===== src/shared/dcs_consts.svh =====
// constants for the dot clock source select block
// assumes a 12-bit byte address on the register bus
`ifndef DCS_CONSTS_SVH
`define DCS_CONSTS_SVH
`define DCS_IDX_CSR 10'h01a
`define DCS_IDX_CTRL 10'h020
`define DCS_IDX_STAT 10'h021
`define DCS_CSR_RST 8'h07
`define DCS_CTRL_RST 8'h00
`define DCS_SRC_LSB 0
`define DCS_SRC_MSB 3
`define DCS_DIV_LSB 4
`define DCS_DIV_MSB 6
`define DCS_SCLK_BIT 7
`define DCS_DIV_OFF 3'h7
`define DCS_RESP_OK 2'h0
`define DCS_RESP_ERR 2'h2
`endif


===== src/shared/dcs_pkg.sv =====
// types for the dot clock source select block
// assumes dcs_consts.svh is included by users of the offsets
`default_nettype none
package dcs_pkg;
  typedef enum logic [3:0] {
    DCS_SRC_C0_LOOP = 4'h0,
    DCS_SRC_C1 = 4'h1,
    DCS_SRC_C2_A = 4'h2,
    DCS_SRC_C2_B = 4'h3,
    DCS_SRC_C2_ECL = 4'h4,
    DCS_SRC_PLL = 4'h5,
    DCS_SRC_OFF = 4'h6,
    DCS_SRC_C0_VGA = 4'h7
  } dcs_src_t;
  typedef struct packed {
    logic awvalid;
    logic [11:0] awaddr;
    logic wvalid;
    logic [31:0] wdata;
    logic [3:0] wstrb;
    logic bready;
    logic arvalid;
    logic [11:0] araddr;
    logic rready;
  } dcs_axil_req_t;
  typedef struct packed {
    logic awready;
    logic wready;
    logic bvalid;
    logic [1:0] bresp;
    logic arready;
    logic rvalid;
    logic [31:0] rdata;
    logic [1:0] rresp;
  } dcs_axil_rsp_t;
  typedef struct packed {
    logic [7:0] pixel;
    logic blank;
  } dcs_latch_t;
endpackage : dcs_pkg
`default_nettype wire


===== src/rtl/dcs_top.sv =====
// dot clock source select: register slave, source mux, divider, latching
// assumes clock pins are far slower than clk and are synchronised here
`timescale 1ns/10ps
`default_nettype none
`include "dcs_consts.svh"

// Functional notes
// - reset loads clock selection register with 0x07, selecting clock input 0.
// - source 111 drives dot clock from input 0; software sets latch bit.
// - latch bit set: pixel bus and vga blank captured on input 0.
// - source 000 uses input 0; latch on loop clock with system blank.
// - codes 1..5 select input 1, input 2 TTL, input 2 ECL, PLL.
// - code 0110 stops dot clock; codes with bit 3 set are reserved.
// - divider field gives dot clock divided by 1..64; 111 holds zero.
// - shift clock output driven only while register bit 7 is one.
// - selected input becomes the dot clock; changeable at any time.
module dcs_top (
  input wire logic clk,
  input wire logic rst_n,
  input wire dcs_pkg::dcs_axil_req_t axi_req,
  output dcs_pkg::dcs_axil_rsp_t axi_rsp,
  input wire logic clock_input_zero,
  input wire logic clock_input_one,
  input wire logic clock_input_two,
  input wire logic clock_input_two_n,
  input wire logic pll_pixel_clock,
  input wire logic loop_clock_input,
  input wire logic [7:0] legacy_pixel_bus,
  input wire logic vga_blank_input,
  input wire logic system_blank_input,
  output logic dot_clock,
  output logic divided_dot_clock,
  output logic shift_clock_out,
  output logic shift_clock_oe_n,
  output dcs_pkg::dcs_latch_t latched_out,
  output logic latch_strobe
);
  // synchronisers: stage 1, stage 2, then a history stage for edges
  localparam int NS = 6;
  logic [NS-1:0] pin_raw;
  logic [NS-1:0] s1_r;
  logic [NS-1:0] s2_r;
  logic [NS-1:0] s3_r;
  logic [8:0] d1_r;
  logic [8:0] d2_r;
  logic blk2_r;
  logic blk1_r;

  assign pin_raw = {loop_clock_input, pll_pixel_clock, clock_input_two_n,
                    clock_input_two, clock_input_one, clock_input_zero};

  always_ff @(posedge clk) begin
    if (!rst_n) begin
      s1_r <= '0;
      s2_r <= '0;
      s3_r <= '0;
      d1_r <= '0;
      d2_r <= '0;
      blk1_r <= 1'b0;
      blk2_r <= 1'b0;
    end else begin
      s1_r <= pin_raw;
      s2_r <= s1_r;
      s3_r <= s2_r;
      d1_r <= {vga_blank_input, legacy_pixel_bus};
      d2_r <= d1_r;
      blk1_r <= system_blank_input;
      blk2_r <= blk1_r;
    end
  end

  wire c0 = s2_r[0];
  wire c1 = s2_r[1];
  wire c2 = s2_r[2];
  wire c2n = s2_r[3];
  wire pll = s2_r[4];
  wire lk = s2_r[5];

  // register file
  logic [7:0] csr_r;
  logic [7:0] ctrl_r;
  wire [3:0] src = csr_r[`DCS_SRC_MSB:`DCS_SRC_LSB];
  wire [2:0] divc = csr_r[`DCS_DIV_MSB:`DCS_DIV_LSB];
  wire vga_latch_clock_sel = ctrl_r[0];

  // source mux
  logic ecl_r;
  logic dot_nxt;
  logic dot_r;
  logic dot_prev_r;
  wire ecl_valid = c2 ^ c2n;

  always_comb begin
    dot_nxt = 1'b0;
    case (src)
      dcs_pkg::DCS_SRC_C0_LOOP: dot_nxt = c0;
      dcs_pkg::DCS_SRC_C0_VGA: dot_nxt = c0;
      dcs_pkg::DCS_SRC_C1: dot_nxt = c1;
      dcs_pkg::DCS_SRC_C2_A: dot_nxt = c2;
      dcs_pkg::DCS_SRC_C2_B: dot_nxt = c2;
      dcs_pkg::DCS_SRC_C2_ECL: dot_nxt = ecl_valid ? c2 : ecl_r;
      dcs_pkg::DCS_SRC_PLL: dot_nxt = pll;
      dcs_pkg::DCS_SRC_OFF: dot_nxt = 1'b0;
      default: dot_nxt = 1'b0;
    endcase
  end

  // divider counts rising dot clock edges
  logic [5:0] cnt_r;
  logic div_nxt;
  logic div_r;
  logic shift_r;
  wire dot_rise = dot_r & ~dot_prev_r;

  always_comb begin
    case (divc)
      3'h0: div_nxt = dot_r;
      3'h1: div_nxt = cnt_r[0];
      3'h2: div_nxt = cnt_r[1];
      3'h3: div_nxt = cnt_r[2];
      3'h4: div_nxt = cnt_r[3];
      3'h5: div_nxt = cnt_r[4];
      3'h6: div_nxt = cnt_r[5];
      default: div_nxt = 1'b0;
    endcase
  end

  always_ff @(posedge clk) begin
    if (!rst_n) begin
      ecl_r <= 1'b0;
      dot_r <= 1'b0;
      dot_prev_r <= 1'b0;
      cnt_r <= '0;
      div_r <= 1'b0;
      shift_r <= 1'b0;
    end else begin
      if (ecl_valid)
        ecl_r <= c2;
      dot_r <= dot_nxt;
      dot_prev_r <= dot_r;
      if (dot_rise)
        cnt_r <= cnt_r + 6'h01;
      div_r <= div_nxt;
      shift_r <= csr_r[`DCS_SCLK_BIT] & dot_nxt;
    end
  end

  assign dot_clock = dot_r;
  assign divided_dot_clock = div_r;
  assign shift_clock_out = shift_r;
  assign shift_clock_oe_n = ~csr_r[`DCS_SCLK_BIT];

  // pixel and blank latching
  dcs_pkg::dcs_latch_t lat_r;
  logic lat_stb_r;
  wire c0_rise = c0 & ~s3_r[0];
  wire lk_rise = lk & ~s3_r[5];
  wire lat_edge = vga_latch_clock_sel ? c0_rise : lk_rise;
  wire lat_blank = vga_latch_clock_sel ? d2_r[8] : blk2_r;

  always_ff @(posedge clk) begin
    if (!rst_n) begin
      lat_r <= '0;
      lat_stb_r <= 1'b0;
    end else begin
      lat_stb_r <= lat_edge;
      if (lat_edge)
        lat_r <= {d2_r[7:0], lat_blank};
    end
  end

  assign latched_out = lat_r;
  assign latch_strobe = lat_stb_r;

  // axi4-lite slave
  logic aw_hold_r;
  logic w_hold_r;
  logic [11:0] awaddr_r;
  logic [31:0] wdata_r;
  logic [3:0] wstrb_r;
  logic bvalid_r;
  logic [1:0] bresp_r;
  logic rvalid_r;
  logic [31:0] rdata_r;
  logic [1:0] rresp_r;

  wire awready = ~aw_hold_r & ~bvalid_r;
  wire wready = ~w_hold_r & ~bvalid_r;
  wire aw_fire = axi_req.awvalid & awready;
  wire w_fire = axi_req.wvalid & wready;
  wire do_write = aw_hold_r & w_hold_r & ~bvalid_r;
  wire [9:0] widx = awaddr_r[11:2];
  wire wr_csr = do_write & (widx == `DCS_IDX_CSR) & wstrb_r[0];
  wire wr_ctrl = do_write & (widx == `DCS_IDX_CTRL) & wstrb_r[0];
  wire w_hit = (widx == `DCS_IDX_CSR) | (widx == `DCS_IDX_CTRL);
  wire ar_fire = axi_req.arvalid & ~rvalid_r;
  wire [9:0] ridx = axi_req.araddr[11:2];
  wire src_rsvd = src[3];
  wire mode_bad = (src == 4'h7 & ~vga_latch_clock_sel) |
                  (src == 4'h0 & vga_latch_clock_sel);
  wire [7:0] stat = {4'h0, dot_r, mode_bad, src_rsvd,
                     ~(src_rsvd | src == 4'h6)};
  wire r_csr = ridx == `DCS_IDX_CSR;
  wire r_ctrl = ridx == `DCS_IDX_CTRL;
  wire r_stat = ridx == `DCS_IDX_STAT;
  wire [7:0] rsel = r_csr ? csr_r : r_ctrl ? ctrl_r : r_stat ? stat : 8'h00;
  wire r_hit = r_csr | r_ctrl | r_stat;

  always_ff @(posedge clk) begin
    if (!rst_n) begin
      csr_r <= `DCS_CSR_RST;
      ctrl_r <= `DCS_CTRL_RST;
      aw_hold_r <= 1'b0;
      w_hold_r <= 1'b0;
      awaddr_r <= '0;
      wdata_r <= '0;
      wstrb_r <= '0;
      bvalid_r <= 1'b0;
      bresp_r <= `DCS_RESP_OK;
    end else begin
      if (aw_fire) begin
        aw_hold_r <= 1'b1;
        awaddr_r <= axi_req.awaddr;
      end
      if (w_fire) begin
        w_hold_r <= 1'b1;
        wdata_r <= axi_req.wdata;
        wstrb_r <= axi_req.wstrb;
      end
      if (do_write) begin
        aw_hold_r <= 1'b0;
        w_hold_r <= 1'b0;
        bvalid_r <= 1'b1;
        bresp_r <= w_hit ? `DCS_RESP_OK : `DCS_RESP_ERR;
      end else if (bvalid_r & axi_req.bready) begin
        bvalid_r <= 1'b0;
      end
      if (wr_csr)
        csr_r <= wdata_r[7:0];
      if (wr_ctrl)
        ctrl_r <= {7'h00, wdata_r[0]};
    end
  end

  always_ff @(posedge clk) begin
    if (!rst_n) begin
      rvalid_r <= 1'b0;
      rdata_r <= '0;
      rresp_r <= `DCS_RESP_OK;
    end else if (ar_fire) begin
      rvalid_r <= 1'b1;
      rdata_r <= {24'h000000, rsel};
      rresp_r <= r_hit ? `DCS_RESP_OK : `DCS_RESP_ERR;
    end else if (rvalid_r & axi_req.rready) begin
      rvalid_r <= 1'b0;
    end
  end

  assign axi_rsp.awready = awready;
  assign axi_rsp.wready = wready;
  assign axi_rsp.bvalid = bvalid_r;
  assign axi_rsp.bresp = bresp_r;
  assign axi_rsp.arready = ~rvalid_r;
  assign axi_rsp.rvalid = rvalid_r;
  assign axi_rsp.rdata = rdata_r;
  assign axi_rsp.rresp = rresp_r;

  // checks
  property p_reset_value;
    @(posedge clk) !rst_n |=> csr_r == 8'h07;
  endproperty
  a_reset_value: assert property (p_reset_value)
    else $error("selection register not 0x07 after reset");

  property p_vga_src;
    @(posedge clk) disable iff (!rst_n)
      src == 4'h7 ##1 src == 4'h7 |-> dot_r == $past(c0);
  endproperty
  a_vga_src: assert property (p_vga_src)
    else $error("code 111 dot clock not from input 0");

  property p_vga_latch;
    @(posedge clk) disable iff (!rst_n)
      vga_latch_clock_sel && c0_rise |=>
        lat_r.pixel == $past(d2_r[7:0]) && lat_r.blank == $past(d2_r[8]);
  endproperty
  a_vga_latch: assert property (p_vga_latch)
    else $error("vga bus not latched on input 0");

  property p_loop_latch;
    @(posedge clk) disable iff (!rst_n)
      !vga_latch_clock_sel && lk_rise |=>
        latch_strobe && lat_r.blank == $past(blk2_r);
  endproperty
  a_loop_latch: assert property (p_loop_latch)
    else $error("system blank not latched on loop clock");

  property p_src_one;
    @(posedge clk) disable iff (!rst_n)
      src == 4'h1 ##1 src == 4'h1 |-> dot_r == $past(c1);
  endproperty
  a_src_one: assert property (p_src_one)
    else $error("code 0001 dot clock not from input 1");

  property p_off;
    @(posedge clk) disable iff (!rst_n)
      (src == 4'h6 || src[3]) [*2] |-> !dot_r && !shift_r;
  endproperty
  a_off: assert property (p_off)
    else $error("dot clock running while stopped");

  property p_div;
    @(posedge clk) disable iff (!rst_n)
      divc == 3'h7 |=> !div_r;
  endproperty
  a_div: assert property (p_div)
    else $error("divided output not held low");

  property p_div2;
    @(posedge clk) disable iff (!rst_n)
      divc == 3'h1 && $changed(cnt_r[0]) |-> $past(dot_rise);
  endproperty
  a_div2: assert property (p_div2)
    else $error("divide by two not tied to dot edges");

  property p_shift;
    @(posedge clk) disable iff (!rst_n)
      !csr_r[7] |=> !shift_r;
  endproperty
  a_shift: assert property (p_shift)
    else $error("shift clock driven while disabled");

  property p_write;
    @(posedge clk) disable iff (!rst_n)
      wr_csr |=> csr_r == $past(wdata_r[7:0]) && bvalid_r;
  endproperty
  a_write: assert property (p_write)
    else $error("selection write not applied");
endmodule : dcs_top
`default_nettype wire


===== config.mk =====
export PLATFORM = sky130hd
export DESIGN_NAME = dcs_top
export DESIGN_NICKNAME = d
export VERILOG_FILES = /design/src/shared/dcs_pkg.sv /design/src/rtl/dcs_top.sv
export VERILOG_INCLUDE_DIRS = /design/src /design/src/shared
export SDC_FILE = /design/constraint.sdc
export NUM_CORES = 1
export LEC_CHECK = 0
export BUFFER_PORTS_ARGS = -buffer_cell sky130_fd_sc_hd__buf_2
export CORE_ASPECT_RATIO = 0.7
export CORE_MARGIN = 2
export CORE_UTILIZATION = 30
export DETAILED_ROUTE_END_ITERATION = 8
export PLACE_DENSITY_LB_ADDON = 0.2
export RECOVER_POWER = 100
export SLEW_MARGIN = 0
export SYNTH_ARGS = -nofsm -noshare
export SYNTH_HDL_FRONTEND = slang
export SYNTH_SLANG_ARGS = --single-unit

===== constraint.sdc =====
create_clock -name clk -period 1.5 [get_ports clk]
set_input_delay 0.075 -clock clk [delete_from_list [all_inputs] [get_ports clk]]
set_output_delay 0.075 -clock clk [all_outputs]
set_load 0.1 [all_outputs]

# Word-level counts from Yosys, hierarchy flattened
# Cells that the tools add are included.
# classes
n_lt_le_gt_ge,0
n_eq_ne,18
mul,0
n_reduce_logical,7
mux,14
n_bitwise,36
shifts,0
addsub,1
n_div,0
# op_table
op,n
"10-bit by 6-bit equality test with 1-bit output, second input constant",3
"10-bit by 5-bit equality test with 1-bit output, second input constant",2
1-bit AND,19
"4-bit by 3-bit equality test with 1-bit output, second input constant",4
1-bit NOT,11
"3-bit equality test, second input constant",3
"4-bit by 2-bit equality test with 1-bit output, second input constant",2
4-bit 2-to-1 mux,2
8-bit 2-to-1 mux,1
1-bit 2-to-1 mux,7
1-bit one-hot mux with 7 select lines,1
"6-bit by 1-bit adder with 6-bit output, second input constant",1
"3-bit by 2-bit equality test with 1-bit output, second input constant",2
2-bit OR reduction,3
1-bit OR,5
1-bit one-hot mux with 5 select lines,1
"4-bit by 1-bit equality test with 1-bit output, second input constant",1
4-bit logical NOT,1
2-bit 2-to-1 mux,2
2-bit nonzero test,2
"3-bit by 1-bit equality test with 1-bit output, second input constant",1
3-bit logical NOT,1
1-bit bitwise XOR,1
# totals
output_inout_bits,55
input_bits,83
wordCells,104
regBits,105
ramBits,0
latchBits,0
rom_bits,0
mem_count,0

# Longest topological paths before layout
# Gate-level depths: netlist of run 1.
# depth
depth_word,6
mapped_depth,6
ltp_nobuf,4

# Worst setup path before layout of run 1
# OpenSTA, ideal clock, no wires.
# synth_path
path_kind,flip-flop to flip-flop
startpoint,reg dot_r (netlist: dot_clock)
endpoint,reg cnt_r[5]
arrival_time_ps,1703
synth_period_minus_slack_ps,1831
path_stages_with_launch,6
setup_time_ps,128
t_required_ps,1372
slack_ps,-331
n_path_buf,1
path_cell_list,dfxtp_1 > nor2b_1 > clkbuf_1 > nand4_1 > xor2_1 > nor2_1
# synth_between
elab_chain_cells,1
# synth_lines
item,line,source
start: declaration,dcs_top.sv:89,logic dot_r;
start signal: assignment,dcs_top.sv:139,dot_r <= dot_nxt;
1-bit AND,dcs_top.sv:113,wire dot_rise = dot_r & ~dot_prev_r;
end signal: assignment,dcs_top.sv:142,cnt_r <= cnt_r + 6'h01;
end: declaration,dcs_top.sv:109,logic [5:0] cnt_r;
# No other way between the ends.
# A chain may end at the register's enable or synchronous reset.

==> metrics.md, run 1 <==
| Metric | Value |
|---|---|
| Outcome | complete, no violations |
| Top cell type by total area after synthesis | dfxtp_1 |
| Hold Path Class | in2reg |
| Core area | 12,300 um^2 |
| CP Max Fanout | 8 |
| Max-cap check violation count | 0 |
| Period Utilization, post-route | 93.7% |
| Vias per cell | 4.27 |
| Root buffer cell | clkbuf_16 |
| Final WL | 7910 um |
| Setup TNS | 0 ns |
| I/O Buffers | 80 |
| Cell Chain, Critical Path | nor2_1 > buf_2 |
| Buf+Inv Stages, Crit Path | 1 |
| Routed wire per std cell | between 10 and 15 um |
| Synth cell types | 50 |
| RePlAce Congestion | 0.716 |
| Clock-pin slew on the worst setup and hold paths | 0.06 ns |
| Sw Ratio | between 20% and 30% |
| CTS Sinks | 97 |
| Sequential fraction of the synthesis area | 52.0% |
| Worst path required time | 1.42 ns |
| CP Capture Type | output port |
| Top_reg_cell synth | dfxtp_1 |
| DP Wirelength | 5620 um |
| Clock Tree Buf Depth | 2 |
| Clk network pwr share | 38.7% |
| Diode count | 0 |
| Period minus WS final | between 1 and 1.5 ns |
| GRT overflow | 0 |
| # IOs | 138 |
| DRC | 0 |
| EDFF count, synth | 0 |
| Warnings, synthesis | 0 |
| Synth Register Bits | 97 |
| Setup violators final | 0 |
| Vias | 2,911 |
| CP top delay family | buffers and inverters |
| Sequential share of power | 46.6% |
| Slowest cell delay on critical path | 0.45 ns |
| Slowest-stage cell, CP | buf_2 |
| Int Power | 0.00422 W |
| Comb power frac | 14.8% |
| Max VDD drop | 0.559 mV |
| Setup repair after global routing missed its margin | no |
| Pre-CTS WS | around 0.10 ns |
| Worst Tran Pin Value | 0.569 ns |
| Inserted Clock Buffers | 9 |
| Switch Pwr | 0.00162 W |
| Synth area leaders | dfxtp_1, buf_4, and2_1 |
| Vias in the first global route | 2,793 |
| Fraction of layout cells with a size suffix above 1 | between 20% and 30% |
| Gate Count Post-Synth | just under 400 |
| Clk_skew | 0.00846 ns |
| Clock latency on the worst-skew pair | approximately 0.34 ns |
| Post-CTS setup buffer count | 0 |
| Final hold vios | 0 |
| Cell Area, Synth | 3740 um^2 |
| Detailed Routing Iterations Pass 1 | 4 |
| First-pass GRT wire length | 13,100 um |
| Fmax | 712 MHz |
| Final Util | between 30% and 40% |
| Startpoint types | register |
| Die Y | 97.4 um |
| Fin worst setup slack | 0.0947 ns |
| Share of the synthesized area in the top cell type | 52.0% |
| DR iter-0 viols | 144 |
| Final nets | 600 |
| Initial antenna violation count | 0 |
| Largest net degree at the start of global routing | 34 |
| Die width | 137 um |
| Layout area overhead | 31.2% |
| Critical path arrival | between 1 and 1.5 ns |
| Detail Route Antenna Nets | 0 |
| Level count of the clock H-tree | 3 |
| Power Density | 1190 nW/um^2 |
| Initial core utilization | just over 30% |
| Pins Over Slew Limit | 0 |
| Leak | 2.09 nW |
| Synthesized area per cell | roughly 9.4 um^2 |
| CP Class | reg2out |
| Max_slew headroom | 62.2% |
| Num rows | 34 |
| Gr usage total | approximately an eighth |
| Async SR Flop Fraction | 0% |
| Die Area | 13,400 um^2 |
| CTS tree | yes |
-- cell families after synthesis --
| family | synth area share, % |
|---|---|
| buffers and inverters | 9.64 |
| xor gates and xnor gates | 1.17 |
| and+or+nand+nor | 22.6 |
| other | 0.100 |
| adders and majority gates | 0.335 |
| muxes | 4.89 |
| AOI/OAI and AO/OA | 9.31 |
| DFF | 52.0 |
-- metal layers --
layer,global-route usage (%),wire length [um]
met2,20.0,3600
met1,15.8,3740
met4,4.68,153
met5,0,0
met3,3.55,412
-- cells in the final DEF (no fill, tap or decap), types with 3 or more instances in the layout --
cell           count
nor2_1            27
dfxtp_1           97
a32oi_1            7
nand2_1           57
dlygate4sd3_1     35
clkbuf_16         10
nor2b_1            3
buf_4             15
inv_1              7
and2_1            29
and2_0             8
nand2b_1           3
mux2i_1           16
clkbuf_2          27
nand3_1            9
conb_1            26
o21ai_0           11
nand4_1            5
a21oi_1           27
xor2_1             4
clkbuf_1           3
buf_2             52
-- metrics by stage --
stage               hold slack (ns)  cell area, um^2  std cells  power [W]
finish                       0.0173             4900        682    0.00584
global route                 0.0339             4900        682    0.00609
CTS                         0.00678             4910        682    0.00591
detailed placement            0.284             4260        632    0.00357
global placement              0.281             4260        632    0.00356
floorplan                     0.202             3830        423    0.00347
-- final timing paths --
| path | endpoint | cells past startpoint | slack, ns | from |
|---|---|---|---|---|
| setup reg to reg | rdata_r[0]$_SDFFE_PN0P_ | 5 | 0.12 | rvalid_r$_SDFFE_PN0P_ |
| setup / recovery | axi_rsp[40] | 2 | 0.09 | bvalid_r$_SDFFE_PN0P_ |
| hold / removal | rvalid_r$_SDFFE_PN0P_ | 3 | 0.02 | axi_req[0] |
| hold reg to reg | d2_r[7]$_SDFF_PN0_ | 1 | 0.43 | d1_r[7]$_SDFF_PN0_ |
-- power by group through the flow --
stage | Combinational, W | Clock [W] | Sequential [W]
finish | 0.000861 | 0.00226 | 0.00272
CTS | 0.000864 | 0.00233 | 0.00271
global route | 0.000925 | 0.00244 | 0.00273
floorplan | 0.000640 | 0 | 0.00283
global placement | 0.000787 | 0 | 0.00277
detailed placement | 0.000794 | 0 | 0.00277
-- synth_stat cells (2+ instances only) --
library cell / n
a211oi_1: 2
or3_1: 2
inv_1: 7
nand2_1: 57
buf_4: 31
a32oi_1: 7
xor2_1: 4
nand3_1: 9
clkbuf_8: 2
a21oi_1: 27
nor2_1: 27
nand2b_1: 3
nand3b_1: 2
nor2b_1: 3
and2_1: 37
or3b_2: 2
mux2i_1: 16
and4b_1: 2
clkbuf_1: 16
nand4_1: 5
o21ai_0: 10
and3_1: 2
o211ai_1: 2
dfxtp_1: 97
-- worst min-delay path, delay by kind of cell --
family                 cells  cell delay (ns)
and+or+nand+nor            1             0.09
AOI/OAI and AO/OA          1             0.05
buffers and inverters      1             0.08
-- flip-flops by register name, indices dropped and copies added (netlist names), 2 cells and up --
name,count
wdata_r,8
latched_out,9
rdata_r,8
cnt_r,6
s2_r,6
s3_r,2
awaddr_r,10
d1_r,9
csr_r,8
d2_r,9
s1_r,6
-- layout make-up --
class	instances	area, um^2
Fill cell	1236	7390
Timing Repair Buffer	133	893
Clock inverter	2	17.5
Multi-Input combinational cell	267	1540
Sequential cell	97	1940
Tap cell	162	203
Clock buffer	13	282
Inverter	8	30.0
-- what timing repair did --
item                       4_1_cts  5_1_grt
hold endpoints to repair        35        0
setup endpoints to repair        0        5
gates resized for setup          0        2
hold buffers                    35        0
Power figures use the tool's default switching activity.
==> run 2: changes to the inputs <==
Settings changed: RECOVER_POWER 100 to unset.
==> metrics.md, run 2 (same netlist as run 1, synthesis figures left out) <==
| Metric | Value |
|---|---|
| Layout area overhead | 31.7% |
| Max_slew headroom | 66.2% (+4.0 points) |
| Gr usage total | 12.5% (unchanged) |
| DRC | 0 (unchanged) |
| Period Utilization, post-route | 93.6% (about the same) |
| Detailed Routing Iterations Pass 1 | 4 (unchanged) |
| Inserted Clock Buffers | 9 (unchanged) |
| Vias | 2,907 (-0.14%) |
| # IOs | 138 (unchanged) |
| Area of the multi-input gates | 1550 um^2 (+0.49%) |
| Post-CTS setup buffer count | 0 (unchanged) |
| Leak | 2.13 nW (+1.8%) |
| Die Y | 97.4 um (unchanged) |
| Diode count | 0 (unchanged) |
| Max VDD drop | 0.561 mV (+0.27%) |
| CTS Sinks | 97 (unchanged) |
| I/O Buffers | 80 (unchanged) |
| Hold Path Class | in2reg |
| Clk_skew | 0.00802 ns (-0.000438 ns) |
| Max reg flops | 10 (unchanged) |
| Pins Over Slew Limit | 0 (unchanged) |
| Die width | 137 um (unchanged) |
| Worst path required time | 1.42 ns (about the same) |
| Startpoint types | register |
| Most common cell after layout, fill and taps aside | dfxtp_1 |
| Core area | 12,300 um^2 (unchanged) |
| Final WL | 7920 um (+0.19%) |
| CP Class | reg2out |
| Max-cap check violation count | 0 (unchanged) |
| RePlAce Congestion | 0.716 (unchanged) |
| CP Max Fanout | 8 (unchanged) |
| GRT overflow | 0 (unchanged) |
| Critical path arrival | 1.33 ns (about the same) |
| Largest register by flop count | awaddr_r |
| Root buffer cell | clkbuf_16 |
| DR iter-0 viols | 157 (+9.0%) |
| Largest net degree at the start of global routing | 34 (unchanged) |
| CTS tree | yes |
| Final nets | 600 (unchanged) |
| Clock Tree Buf Depth | 2 (unchanged) |
| Worst Tran Pin Value | 0.511 ns (-0.0582 ns) |
| Power Density | 1190 nW/um^2 (-0.36%) |
| Setup TNS | 0 ns (unchanged) |
| Clock-pin slew on the worst setup and hold paths | 0.06 ns (about the same) |
| Outcome | complete, no violations |
| Initial antenna violation count | 0 (unchanged) |
| Final instance area | 4920 um^2 (+0.38%) |
| First-pass GRT wire length | 13,100 um (unchanged) |
| Commonest cells after routing, fill and taps aside | dfxtp_1, buf_2, nand2_1 |
| Detail Route Antenna Nets | 0 (unchanged) |
| Slowest-stage cell, CP | buf_2 |
| CP Capture Type | output port |
| Fmax | 712 MHz (about the same) |
| Final hold vios | 0 (unchanged) |
| Num rows | 34 (unchanged) |
| Fraction of layout cells with a size suffix above 1 | 23.8% (+0.77 points) |
| Sequential Area | 1950 um^2 (+0.19%) |
| Vias in the first global route | 2,793 (unchanged) |
| DP Wirelength | 5620 um (unchanged) |
| Cell Chain, Critical Path | nor2_1 > buf_2 |
| Clock latency on the worst-skew pair | 0.34 ns (about the same) |
| Initial core utilization | 30.4% (unchanged) |
| Layout fillers | 1,232 (-0.32%) |
| Routed wire per std cell | 11.6 um (+0.19%) |
| Setup repair after global routing missed its margin | no |
| Level count of the clock H-tree | 3 (unchanged) |
| Placed Area | 4260 um^2 (unchanged) |
| Slowest cell delay on critical path | 0.45 ns (about the same) |
| Setup violators final | 0 (unchanged) |
| Period minus WS final | 1.40 ns (-0.00133 ns) |
| Die Area | 13,400 um^2 (unchanged) |
| Vias per cell | 4.26 (-0.14%) |
## run 2: changes by cell type in the layout (fill, tap and decap cells not counted), sizes merged
cell / before / now
buf: 68 / 97
clkbuf: 43 / 14
## run 2: report_power, final
part           internal [W]  switching (W)
registers           0.00267      0.0000455
logic              0.000233       0.000632
clock network       0.00132       0.000937
## run 2: critical path, delay by kind of cell, from the launching register on
family                 cells  cell delay [ns]
buffers and inverters      1             0.45
flip-flops                 1             0.36
AND/OR/NAND/NOR            1             0.18
## run 2: repair_timing
action / 4_1_cts / 5_1_grt
hold endpoints to repair: 35 / 0
gates resized for setup: 0 / 2
endpoints found under the setup margin: 0 / 5
hold buffers: 35 / 0
## run 2: per-layer routing
metal,GRT usage [%],up-vias,share of wire [%]
li1,-,1513,-
met1,15.8,1318,48
met2,20.0,63,46
met3,3.55,13,4.5
met4,4.68,0,1.9
met5,0,-,0
## run 2: path summary, 6_finish.rpt
path | cells after the start | from | end | slack (ns)
worst max-delay path | 2 | bvalid_r$_SDFFE_PN0P_ | axi_rsp[40] | 0.1
worst max register to register | 5 | rvalid_r$_SDFFE_PN0P_ | rdata_r[0]$_SDFFE_PN0P_ | 0.12
worst min register to register | 1 | d1_r[5]$_SDFF_PN0_ | d2_r[5]$_SDFF_PN0_ | 0.43
worst min-delay path | 3 | axi_req[0] | rvalid_r$_SDFFE_PN0P_ | 0.02
## run 2: final cells by class
type,instances,share of cell area (%)
Clock buffer,13,5.72
Clock inverter,2,0.356
Tap cell,162,4.12
Sequential cell,97,39.5
Multi-Input combinational cell,267,31.4
Inverter,8,0.610
Timing Repair Buffer,133,18.3
## run 2: stage by stage
stage	hold WS [ns]	utilization (%)	total power [W]	std cells	setup slack [ns]
4_1_cts	0.00678	40.0	0.00591	682	0.0322
2_1_floorplan	0.202	-	0.00347	423	0.0357
5_1_grt	0.0339	40.0	0.00609	682	0.00802
3_3_place_gp	0.281	34.7	0.00356	632	0.113
6_report	0.0167	40.0	0.00584	682	0.0961
3_5_place_dp	0.284	34.7	0.00357	632	0.102
